[config.mk]
export PLATFORM = sky130hd
export DESIGN_NAME = asrc_host
export DESIGN_NICKNAME = d
export VERILOG_FILES = /design/src/logic/asrc_pkg.sv /design/src/logic/asrc_host.sv
export VERILOG_INCLUDE_DIRS = /design/src /design/src/logic
export SDC_FILE = /design/constraint.sdc
export NUM_CORES = 1
export LEC_CHECK = 0
export ABC_AREA = 1
export BUFFER_PORTS_ARGS = -buffer_cell sky130_fd_sc_hd__buf_4
export CAP_MARGIN = 20
export CORE_MARGIN = 2
export CORE_UTILIZATION = 52
export CTS_CLUSTER_DIAMETER = 100
export DETAILED_ROUTE_END_ITERATION = 6
export PLACE_DENSITY = 0.84
export SLEW_MARGIN = 20
export SYNTH_ARGS = -nofsm -noshare
export SYNTH_HDL_FRONTEND = slang
export SYNTH_SLANG_ARGS = --single-unit
[constraint.sdc]
create_clock -name clk_sys -period 3.3 [get_ports clk_sys]
set_clock_uncertainty 0.15 [all_clocks]
set_input_delay 0.165 -clock clk_sys [delete_from_list [all_inputs] [get_ports clk_sys]]
set_output_delay 0.165 -clock clk_sys [all_outputs]
set_load 0.1 [all_outputs]
[src/logic/asrc_defines.svh]
`ifndef ASRC_DEFINES_SVH
`define ASRC_DEFINES_SVH

// Memory geometry
`define ASRC_ADDR_W 17
`define ASRC_DATA_W 8

// Timing in ns, worst speed grade, clock period in ns
`define ASRC_CLK_NS 25
`define ASRC_TRC_NS 150
`define ASRC_TWP_NS 100
`define ASRC_TDW_NS 80
`define ASRC_TOHZ_NS 50

// Least times round up to whole cycles; a zero time gives zero cycles
`define ASRC_CYC(ns) (((ns) + `ASRC_CLK_NS - 1) / `ASRC_CLK_NS)
`define ASRC_RD_CYC `ASRC_CYC(`ASRC_TRC_NS)
`define ASRC_WR_CYC `ASRC_CYC(`ASRC_TWP_NS)
`define ASRC_TA_CYC `ASRC_CYC(`ASRC_TOHZ_NS)

`define ASRC_CNT_W 4
`define ASRC_CNT_ZERO 4'H0
`define ASRC_CNT_ONE 4'H1

`endif

[src/logic/asrc_pkg.sv]
package asrc_pkg;
   typedef enum logic [2:0] {
      ASRC_IDLE,
      ASRC_SETUP,
      ASRC_READ,
      ASRC_WRITE,
      ASRC_HOLD,
      ASRC_TURN
   } asrc_state_e;
endpackage : asrc_pkg

[src/logic/asrc_host.sv]
`timescale 1ns/100ps
`default_nettype none
`include "asrc_defines.svh"

module asrc_host
   import asrc_pkg::*;
(
   input  wire logic                    clk_sys,
   input  wire logic                    rst_b,
   input  wire logic                    reqValid,
   output logic                         reqReady,
   input  wire logic                    reqWrite,
   input  wire logic [`ASRC_ADDR_W-1:0] reqAddr,
   input  wire logic [`ASRC_DATA_W-1:0] reqData,
   output logic                         rspValid,
   output logic [`ASRC_DATA_W-1:0]      rspData,
   output logic [`ASRC_ADDR_W-1:0]      memAddr,
   output logic                         selectActiveLow_b,
   output logic                         selectActiveHigh,
   output logic                         writeStrobe_b,
   output logic                         outputGate_b,
   input  wire logic [`ASRC_DATA_W-1:0] memDataIn,
   output logic [`ASRC_DATA_W-1:0]      memDataOut,
   output logic                         memDataOe
);

   localparam logic [`ASRC_CNT_W-1:0] RD_CNT = `ASRC_CNT_W'(`ASRC_RD_CYC);
   localparam logic [`ASRC_CNT_W-1:0] WR_CNT = `ASRC_CNT_W'(`ASRC_WR_CYC);
   localparam logic [`ASRC_CNT_W-1:0] TA_CNT = `ASRC_CNT_W'(`ASRC_TA_CYC);

   logic                    rstSync1;
   logic                    rstSync2;
   asrc_state_e             state;
   asrc_state_e             next_state;
   logic [`ASRC_CNT_W-1:0]  count;
   logic                    isWrite;
   logic                    readDone;

   function automatic logic isAccess(input asrc_state_e s);
      return (s == ASRC_READ || s == ASRC_WRITE);
   endfunction : isAccess

   // ------------------------------------------------------------
   // Reset release
   // ------------------------------------------------------------
   always_ff @(posedge clk_sys or negedge rst_b) begin
      if (!rst_b) begin
         rstSync1 <= 1'B0;
         rstSync2 <= 1'B0;
      end else begin
         rstSync1 <= 1'B1;
         rstSync2 <= rstSync1;
      end
   end

   // ------------------------------------------------------------
   // Sequencer
   // ------------------------------------------------------------
   assign reqReady = (state == ASRC_IDLE);
   assign readDone = (state == ASRC_READ && count == `ASRC_CNT_ONE);

   always_comb begin
      next_state = state;
      unique case (state)
         ASRC_IDLE:  if (reqValid) next_state = ASRC_SETUP;
         ASRC_SETUP: next_state = isWrite ? ASRC_WRITE : ASRC_READ;
         ASRC_READ:  if (count == `ASRC_CNT_ONE) next_state = ASRC_TURN;
         ASRC_WRITE: if (count == `ASRC_CNT_ONE) next_state = ASRC_HOLD;
         ASRC_HOLD:  next_state = ASRC_IDLE;
         ASRC_TURN:  if (count == `ASRC_CNT_ONE) next_state = ASRC_IDLE;
      endcase
   end

   always_ff @(posedge clk_sys or negedge rstSync2) begin
      if (!rstSync2) begin
         state <= ASRC_IDLE;
      end else begin
         state <= next_state;
      end
   end

   always_ff @(posedge clk_sys or negedge rstSync2) begin
      if (!rstSync2) begin
         count <= `ASRC_CNT_ZERO;
      end else if (state == ASRC_SETUP) begin
         count <= isWrite ? WR_CNT : RD_CNT;
      end else if (readDone) begin
         count <= TA_CNT;
      end else if (count != `ASRC_CNT_ZERO) begin
         count <= count - `ASRC_CNT_ONE;
      end
   end

   // ------------------------------------------------------------
   // Request capture; address moves only while deselected
   // ------------------------------------------------------------
   always_ff @(posedge clk_sys or negedge rstSync2) begin
      if (!rstSync2) begin
         memAddr    <= '0;
         memDataOut <= '0;
         isWrite    <= 1'B0;
      end else if (state == ASRC_IDLE && reqValid) begin
         memAddr    <= reqAddr;
         memDataOut <= reqData;
         isWrite    <= reqWrite;
      end
   end

   // ------------------------------------------------------------
   // Memory control pins
   // ------------------------------------------------------------
   always_ff @(posedge clk_sys or negedge rstSync2) begin
      if (!rstSync2) begin
         selectActiveLow_b <= 1'B1;
         selectActiveHigh  <= 1'B0;
         writeStrobe_b     <= 1'B1;
         outputGate_b      <= 1'B1;
         memDataOe         <= 1'B0;
      end else begin
         // Selects assert one cycle after address settles
         selectActiveLow_b <= !isAccess(next_state);
         selectActiveHigh  <= isAccess(next_state);
         // Strobe and selects end the write together
         writeStrobe_b     <= !(next_state == ASRC_WRITE);
         outputGate_b      <= !(next_state == ASRC_READ);
         // Data driven with gate high, one cycle past the strobe
         memDataOe         <= (next_state == ASRC_WRITE ||
                               next_state == ASRC_HOLD);
      end
   end

   // ------------------------------------------------------------
   // Read return
   // ------------------------------------------------------------
   always_ff @(posedge clk_sys or negedge rstSync2) begin
      if (!rstSync2) begin
         rspValid <= 1'B0;
         rspData  <= '0;
      end else begin
         rspValid <= readDone;
         if (readDone) begin
            rspData <= memDataIn;
         end
      end
   end

   // ------------------------------------------------------------
   // Checks
   // ------------------------------------------------------------
   read_strobe_high_a: assert property (
      @(posedge clk_sys) disable iff (!rstSync2)
      !outputGate_b |-> writeStrobe_b)
      else $error("write strobe low during read");

   addr_stable_sel_a: assert property (
      @(posedge clk_sys) disable iff (!rstSync2)
      !$stable(memAddr) |-> (selectActiveLow_b || !selectActiveHigh ||
                             writeStrobe_b))
      else $error("address moved while fully active");

   no_contention_a: assert property (
      @(posedge clk_sys) disable iff (!rstSync2)
      memDataOe |-> outputGate_b)
      else $error("data driven with output gate low");

   write_overlap_a: assert property (
      @(posedge clk_sys) disable iff (!rstSync2)
      $fell(writeStrobe_b) |-> !selectActiveLow_b && selectActiveHigh
                               && memDataOe)
      else $error("write strobe without selects");

   write_width_a: assert property (
      @(posedge clk_sys) disable iff (!rstSync2)
      $fell(writeStrobe_b) |-> !writeStrobe_b [*4] ##1
         (writeStrobe_b && selectActiveLow_b && !selectActiveHigh &&
          memDataOe))
      else $error("write end order or width wrong");

   gate_float_a: assert property (
      @(posedge clk_sys) disable iff (!rstSync2)
      (writeStrobe_b && selectActiveLow_b) |-> outputGate_b)
      else $error("output gate low while idle");

   read_return_a: assert property (
      @(posedge clk_sys) disable iff (!rstSync2)
      $fell(outputGate_b) |-> ##6 rspValid)
      else $error("read answer late");

   strobe_float_a: assert property (
      @(posedge clk_sys) disable iff (!rstSync2)
      !writeStrobe_b |-> outputGate_b)
      else $error("gate low with strobe low");

   hold_release_a: assert property (
      @(posedge clk_sys) disable iff (!rstSync2)
      $rose(writeStrobe_b) |-> memDataOe ##1 !memDataOe)
      else $error("write data not held one cycle past strobe");

   turn_gap_a: assert property (
      @(posedge clk_sys) disable iff (!rstSync2)
      $rose(outputGate_b) |-> !memDataOe [*2])
      else $error("data driven during read turnaround");

   addr_setup_a: assert property (
      @(posedge clk_sys) disable iff (!rstSync2)
      $fell(selectActiveLow_b) |-> $stable(memAddr))
      else $error("address moved as select asserted");

   rsp_pulse_a: assert property (
      @(posedge clk_sys) disable iff (!rstSync2)
      rspValid |=> !rspValid)
      else $error("read answer longer than one cycle");

endmodule : asrc_host
`default_nettype wire

==> summary.md, run 1 <==
| Metric | Value |
|---|---|
| Worst-path clk slew | about 0.090 ns |
| Final period util | 64.33% |
| Number of global-route vias before repair | ~2,000 |
| Vias per cell | approximately 5.2 |
| MaxCap Viol Count | 0 |
| Clock root buffer | clkbuf_8 |
| Syn nets | between 200 and 300 |
| Routed length per instance | between 10 and 15 um |
| Startpoint types | register |
| Crit end category | output pin |
| Clk Latency, worst-skew pair | around 0.31 ns |
| DIE AREA | ~4500 um^2 |
| # diodes | 0 |
| Status | finished clean |
| Worst hold-check path type | in -> async |
| Worst setup path class | reg -> out |
| Initial Utilization | a little over half |
| Grt ovf | 0 |
| Pre-antenna DRT Iters | 5 |
| CTS buffer count | 5 |
| IO Pins | 77 |
| Total GRT Usage | 28.14% |
| Largest net degree at the start of global routing | 48 |
| Final setup fails | 0 |
| Layout net count | around 380 |
| Die H | 67.43 um |
| Synth Register Bits | just under 50 |
| Final hold viol count | 0 |
| Share of cells above drive strength 1 | ~30% |
| Max Clk Rate | 471.0 MHz |
| Ys Warns | 0 |
| Cell Area, Synth | about 2100 um^2 |
| Core box area | roughly 3900 um^2 |
| Sequential element share of the synthesized area | between 50% and 60% |
| Mean Syn Cell Area | just over 9 um^2 |
| Final min period | around 2.1 ns |
| Routability Congestion | between 0.8 and 0.9 |
| Slew margin rel. | just over 60% |
| Via count | between 2,000 and 2,500 |
| Max Transition Viols Final | 0 |
| TritonCTS clock tree | built |
| Row count | 23 |
| Remaining DRCs | 0 |
| Setup TNS | 0 ns |
| Tightest Pin Transition | about 0.59 ns |
| Crit-path max FO | 29 |
| First-pass GRT wire length | around 9.3 mm |
| CP arrival | between 1.5 and 2 ns |
| CTS Buffer Depth | 2 |
| Initial drt markers | 196 |
| Routed wire length | 5.701 mm |
| Chip Width | between 60 and 70 um |
| Required @ worst endpoint | ~3.0 ns |
| Routed Antenna Nets | 0 |
| Sink Count | a little under 50 |
| Post-synth cell types | 28 |
| Post-DP HPWL | between 3 and 4 mm |
| Antenna violations before repair | 0 |
| H-tree depth | 2 |
| Filler instances | 215 |
| Mapped Cells | 227 |
| Area grow syn2layout | 48.15% |
| PortBufs | between 70 and 80 |
| RSZ-0062 raised after global routing | false |
layer usage:
layer	track usage (%)	up-vias	part of all wire (%)
met1	36.98	940	40
met4	11.48	0	3.1
met5	0	-	0
li1	-	934	-
met3	7.167	23	7.8
met2	44.80	132	49
critical path, stage by stage (launching register included):
cell      delay [ns]
dfrtp_1         0.47
clkinv_2        0.10
nand3_2         0.42
inv_1           0.19
buf_4           0.31
stage by stage:
step / hold WS, ns / instances / setup slack (ns) / cell area [um^2] / util (%)
5_1_grt: 0.02147 / 387 / 1.033 / 3099 / 78.61
2_1_floorplan: -0.2806 / 227 / 1.619 / 2092 / -
3_5_place_dp: -0.2016 / 344 / 1.429 / 2645 / 67.09
4_1_cts: 0.001243 / 387 / 1.218 / 3097 / 78.55
3_3_place_gp: -0.2027 / 344 / 1.476 / 2645 / 67.09
6_report: 0.01874 / 387 / 1.177 / 3099 / 78.61
worst paths after layout:
path | from | endpoint | slack [ns] | cells after the start
min in group clk_sys | reqValid | state[0]$_DFF_PN0_ | 0.03 | 3
worst min register to register | rstSync2$_DFF_PN0_ | rspData[5]$_DFFE_PN0P_ | 0.18 | 0
worst max-delay path | state[0]$_DFF_PN0_ | reqReady | 1.18 | 4
worst min-delay path | rst_b | rstSync2$_DFF_PN0_ | 0.02 | 2
max in group asynchronous | rstSync2$_DFF_PN0_ | memDataOut[6]$_DFFE_PN0P_ | 2.41 | 0
worst max register to register | state[0]$_DFF_PN0_ | memDataOut[4]$_DFFE_PN0P_ | 1.37 | 5
cell type report:
cell class              count  area, um^2  share of cell area [%]
clock buffers               7       96.34                   3.109
multi-input cells         154       723.2                   23.33
inverters                  15       57.56                   1.857
clock inverters             1       5.005                  0.1615
well taps                  50       62.56                   2.019
repair buffers            111       920.9                   29.71
flip-flops and latches     49        1234                   39.81
what timing repair did:
item | CTS | global route
hold buffers | 35 | 0
gates resized for setup | 0 | 0
buffers inserted | 0 | 0
hold endpoints to repair | 36 | 0
cells by family (layout without fill, tap and decap cells):
| family | Yosys count | count (layout) | synth area share [%] |
|---|---|---|---|
| compound gates | 34 | 34 | 8.612 |
| xor+xnor | 2 | 2 | 0.8375 |
| fa+ha+maj | 3 | 3 | 1.794 |
| buf+inv | 24 | 134 | 6.638 |
| flops | 49 | 49 | 58.79 |
| other cells | 1 | 1 | 0.1793 |
| simple gates | 114 | 114 | 23.15 |
synthesized netlist by cell type:
cell type	n	area [um^2]
nor2_4	1	11.26
nand2_2	5	31.28
dfstp_2	3	78.83
o21ai_1	1	5.000
conb_1	1	3.750
nand2_1	86	322.8
nand3_2	1	10.01
nor2_8	1	20.02
o31ai_1	1	7.510
ha_1	3	37.54
buf_6	2	22.52
buf_4	1	7.510
o21bai_1	1	7.510
clkinv_2	1	5.000
nand3_1	7	35.03
inv_1	11	41.29
inv_2	3	11.26
o21ai_0	29	145.1
clkbuf_1	3	11.26
buf_12	1	20.02
xnor2_1	1	8.760
nor2_1	11	41.29
xor2_1	1	8.760
nand4_1	2	12.51
clkbuf_2	1	5.000
dfrtp_1	46	1151
o211ai_1	2	15.01
buf_8	1	15.01
flip-flops by register name, indices dropped and copies added, names as in the netlist:
signal	count
count	4
memDataOe	1
memDataOut	8
rspValid	1
selectActiveLow_b	1
rstSync2	1
memAddr	17
isWrite	1
rspData	8
rstSync1	1
selectActiveHigh	1
outputGate_b	1
writeStrobe_b	1
state	3
cell usage in the layout, fill, tap and decap left out, drive strengths merged:
cell          n
dfrtp        46
dlygate4sd3  35
xnor2         1
conb          1
o211ai        2
inv          14
o21ai        30
nand2        91
clkinv        2
o31ai         1
nand3         8
xor2          1
nand4         2
dfstp         3
nor2         13
ha            3
buf          76
clkbuf        7
o21bai        1
Power of run 1 is left out: the tool's default activity adds up to more than one toggle a clock period on the data nets, which glitch-free logic cannot reach.
==> run 2: changes to the inputs <==
--- a/config.mk
+++ b/config.mk
@@ -10,10 +10,10 @@
 export BUFFER_PORTS_ARGS = -buffer_cell sky130_fd_sc_hd__buf_4
 export CAP_MARGIN = 20
 export CORE_MARGIN = 2
-export CORE_UTILIZATION = 52
+export CORE_UTILIZATION = 49
 export CTS_CLUSTER_DIAMETER = 100
 export DETAILED_ROUTE_END_ITERATION = 6
-export PLACE_DENSITY = 0.84
+export PLACE_DENSITY = 0.79
 export SLEW_MARGIN = 20
 export SYNTH_ARGS = -nofsm -noshare
 export SYNTH_HDL_FRONTEND = slang
==> constraint.sdc (replaced) <==
create_clock -name clk_sys -period 2.2 [get_ports clk_sys]
set_clock_uncertainty 0.15 [all_clocks]
set_input_delay 0.11 -clock clk_sys [delete_from_list [all_inputs] [get_ports clk_sys]]
set_output_delay 0.11 -clock clk_sys [all_outputs]
set_load 0.1 [all_outputs]
==> summary.md, run 2 (synthesized netlist as in run 1, its figures left out) <==
| Metric | Value |
|---|---|
| Commonest non-fill, non-tap cells in the layout | nand2_1, buf_4, dfrtp_1 |
| Largest net degree at the start of global routing | 34 |
| Layout net count | 380 |
| TritonCTS clock tree | built |
| Clk Latency, worst-skew pair | approximately 0.30 ns |
| Dpl cell area | around 2700 um^2 |
| Remaining DRCs | 0 |
| Share of cells above drive strength 1 | between 20 and 30% |
| Final setup fails | 0 |
| Failing checks | negative hold slack |
| Routed length per instance | 13.37 um |
| CP arrival | roughly 1.6 ns |
| Crit-path max FO | 27 |
| Area grow syn2layout | 49.04% |
| Grt met3 use | under 10% |
| Antenna violations before repair | 0 |
| Worst hold-check path type | reg -> async |
| GR Layer Usage met2 | between 30% and 40% |
| WHS | -0.001497 ns |
| Finished Cell Area | approximately 3100 um^2 |
| Required @ worst endpoint | between 1.5 and 2 ns |
| CTS buffer count | 5 |
| Post-DP HPWL | ~3.2 mm |
| Die H | ~69 um |
| Grt ovf | 0 |
| Post-CTS Setup Bufs | 0 |
| Chip Width | between 60 and 70 um |
| H-tree depth | 2 |
| Startpoint types | register |
| Most common cell after layout, fill and taps aside | nand2_1 |
| Initial drt markers | between 100 and 150 |
| Total GRT Usage | between 20% and 30% |
| CTS Buffer Depth | 2 |
| Final period util | 86.11% |
| GR Util met1 | ~27% |
| Max Transition Viols Final | 0 |
| Top reg by flops | memAddr |
| Initial Utilization | approximately half |
| Hold buffers post-CTS | 37 |
| Crit end category | output pin |
| Core box area | 4058 um^2 |
| PortBufs | between 70 and 80 |
| Final min period | ~1.9 ns |
| Routed Antenna Nets | 0 |
| Worst-path clk slew | ~0.090 ns |
| Largest register FFs | 17 |
| Number of global-route vias before repair | around 1,900 |
| Routed wire length | 5.227 mm |
| Pre-antenna DRT Iters | 4 |
| FF+latch area | approximately 1200 um^2 |
| MaxCap Viol Count | 0 |
| First-pass GRT wire length | 8.797 mm |
| Most Used Layer, Global Route | met2 |
| Filler instances | 249 |
| Final hold viol count | 6 |
| Row count | 23 |
| Area of the multi-input gates | a little over 700 um^2 |
| Biggest regs | memAddr: 17 flops, memDataOut: 8 flops, rspData: 8 flops |
| Clock root buffer | clkbuf_8 |
| Max Clk Rate | ~530 MHz |
| Setup TNS | 0 ns |
| IO Pins | between 70 and 80 |
| Sink Count | a little under 50 |
| Status | finished with violations |
| # diodes | 0 |
| Post-CTS sizing | 0 |
| DIE AREA | 4808 um^2 |
| Via count | 1,897 |
| Routability Congestion | between 0.8 and 0.9 |
| Vias per cell | ~4.9 |
| Worst setup path class | reg -> out |
| RSZ-0062 raised after global routing | false |
## run 2: final timing paths
kind | depth (start not counted) | slack [ns] | end | from
max | 5 | 0.31 | reqReady | state[0]$_DFF_PN0_
min | 0 | -0.001 | count[2]$_DFFE_PN0P_ | rstSync2$_DFF_PN0_
max reg2reg | 8 | 0.51 | state[0]$_DFF_PN0_ | count[1]$_DFFE_PN0P_
min reg2reg | 0 | -0.001 | count[2]$_DFFE_PN0P_ | rstSync2$_DFF_PN0_
max in group asynchronous | 1 | 1.17 | memDataOut[0]$_DFFE_PN0P_ | rstSync2$_DFF_PN0_
min in group clk_sys | 0 | 0.21 | rstSync2$_DFF_PN0_ | rstSync1$_DFF_PN0_
## run 2: per-layer routing
metal	share of wire, %	routed length (um)
met1	41	2167
met3	6.4	334
met2	50	2639
met4	1.6	86
met5	0	0
## run 2: worst max-delay path, stage by stage, from the launching register on
cell and delay [ns]:
dfrtp_1 0.49, clkinv_2 0.11, nand3_2 0.15, buf_4 0.28, inv_1 0.07, buf_4 0.23
## run 2: cell type report
class                      instances  area share, %
sequential                        49          39.49
multi-input combinational        154          23.19
timing repair buffer             115          30.66
clock inverter                     2         0.4815
inverter                          15          1.846
clock buffer                       6          2.327
tap                               50          2.006
## run 2: through the flow
| stage | setup WS (ns) | util, % | cells |
|---|---|---|---|
| after floorplan | 0.5740 | - | 227 |
| after global placement | 0.6333 | 65.56 | 346 |
| after global routing | 0.2011 | 76.84 | 391 |
| final | 0.3056 | 76.84 | 391 |
| after CTS | 0.2946 | 76.84 | 391 |
| after detailed placement | 0.5731 | 65.56 | 346 |
Power of run 2 is left out for the same reason.
==> run 3: changes to the inputs <==
--- a/config.mk
+++ b/config.mk
@@ -9,7 +9,6 @@
 export ABC_AREA = 1
 export BUFFER_PORTS_ARGS = -buffer_cell sky130_fd_sc_hd__buf_4
 export CAP_MARGIN = 20
-export CORE_MARGIN = 2
 export CORE_UTILIZATION = 49
 export CTS_CLUSTER_DIAMETER = 100
 export DETAILED_ROUTE_END_ITERATION = 6
==> summary.md, run 3 (synthesized netlist as in run 1, its figures left out) <==
| Metric | Value |
|---|---|
| Status | finished clean |
| Non-Filler Instances | ~400 |
| Routability Congestion | roughly 0.82 |
| CTS buffer count | 5 |
| Max Transition Viols Final | 0 |
| Layout net count | 380 |
| Routed Antenna Nets | 0 |
| TritonCTS clock tree | built |
| Biggest regs | memAddr: 17 flops, memDataOut: 8 flops, rspData: 8 flops |
| Largest net degree at the start of global routing | 48 |
| Area grow syn2layout | 48.68% |
| Worst hold-check path type | reg -> async |
| DIE AREA | roughly 4500 um^2 |
| First-pass GRT wire length | 8.238 mm |
| Post-DP HPWL | between 3 and 4 mm |
| Hold buffers post-CTS | 37 |
| Routed length per instance | between 10 and 15 um |
| Total GRT Usage | 24.48% |
| Finished Cell Area | approximately 3100 um^2 |
| FF+latch area | approximately 1200 um^2 |
| Worst-path clk slew | roughly 0.080 ns |
| Grt met3 use | 7.939% |
| Max Clk Rate | ~530 MHz |
| Most common cell after layout, fill and taps aside | nand2_1 |
| GR Util met1 | around a third |
| CP arrival | between 1.5 and 2 ns |
| Crit end category | output pin |
| GR Layer Usage met2 | a little under two fifths |
| Commonest non-fill, non-tap cells in the layout | nand2_1, buf_4, dfrtp_1 |
| Share of cells above drive strength 1 | 29.03% |
| Setup TNS | 0 ns |
| Worst setup path class | reg -> out |
| Placed Cells incl. Taps | roughly 350 |
| Initial Utilization | around 52% |
| Top reg by flops | memAddr |
| Slew margin rel. | about three fifths |
| Sink Count | 49 |
| RSZ-0062 raised after global routing | false |
| Pre-antenna DRT Iters | 4 |
| Core box area | just over 4000 um^2 |
| Grt ovf | 0 |
| Required @ worst endpoint | between 1.5 and 2 ns |
| Post-CTS Setup Bufs | 0 |
| Final min period | around 1.9 ns |
| Final setup fails | 0 |
| Final period util | slightly below 90% |
| WHS | just over 0.2 ns |
| PortBufs | between 70 and 80 |
| Final hold viol count | 0 |
| Die H | 67.34 um |
| H-tree depth | 2 |
| Clock root buffer | clkbuf_8 |
| Row count | 23 |
| Largest register FFs | 17 |
| Clk Latency, worst-skew pair | roughly 0.29 ns |
| Tightest Pin Transition | 0.5802 ns |
| Most Used Layer, Global Route | met2 |
| # diodes | 0 |
| MaxCap Viol Count | 0 |
| Crit-path max FO | 26 |
| Startpoint types | register |
| Area of the multi-input gates | slightly above 700 um^2 |
| Initial drt markers | approximately 130 |
| Number of global-route vias before repair | approximately 1,900 |
| Dpl cell area | approximately 2700 um^2 |
| Via count | roughly 1,900 |
| Antenna violations before repair | 0 |
| Routed wire length | between 5 and 6 mm |
| CTS Buffer Depth | 2 |
| Chip Width | between 60 and 70 um |
| IO Pins | 77 |
| Vias per cell | 4.870 |
| Remaining DRCs | 0 |
| Filler instances | 264 |
| Post-CTS sizing | 0 |
run 3: cell count changes in the layout (fill, tap and decap cells not counted):
| cell | before | now |
|---|---|---|
| clkbuf_1 | 1 | 3 |
| clkinvlp_4 | 2 | 0 |
run 3: worst max-delay path: stages (launching register included):
cell and delay, ns:
dfrtp_1 0.49, clkinv_2 0.10, nand3_2 0.16, buf_4 0.28
inv_1 0.07, buf_4 0.23
run 3: final timing paths:
| check | startpoint | end | slack (ns) | cells past startpoint |
|---|---|---|---|---|
| worst max-delay path | state[0]$_DFF_PN0_ | reqReady | 0.30 | 5 |
| worst min-delay path | rstSync2$_DFF_PN0_ | state[2]$_DFF_PN0_ | 0.20 | 1 |
| worst max register to register | count[1]$_DFFE_PN0P_ | state[0]$_DFF_PN0_ | 0.57 | 8 |
| worst min register to register | rstSync2$_DFF_PN0_ | state[2]$_DFF_PN0_ | 0.20 | 1 |
| max in group asynchronous | rst_b | rstSync2$_DFF_PN0_ | 1.22 | 3 |
| min in group clk_sys | rstSync1$_DFF_PN0_ | rstSync2$_DFF_PN0_ | 0.21 | 0 |
run 3: area by class of cell:
cell class                 instances  share of cell area, %
multi-input combinational        154                  23.25
tap                               50                  2.011
inverter                          15                  1.850
timing repair buffer             115                  30.73
sequential                        49                  39.58
clock buffer                       8                  2.574
run 3: per-stage QoR:
step	setup slack, ns	util (%)
floorplan	0.5740	-
global placement	0.6440	65.56
detailed placement	0.5826	65.56
CTS	0.2988	76.66
global route	0.1691	76.66
finish	0.2968	76.66
run 3: routing by layer:
metal,vias to the layer above,wire length [um]
met5,-,0
met4,0,64
met3,9,313
met2,71,2473
met1,889,2155
li1,935,-
Power of run 3 is left out for the same reason.
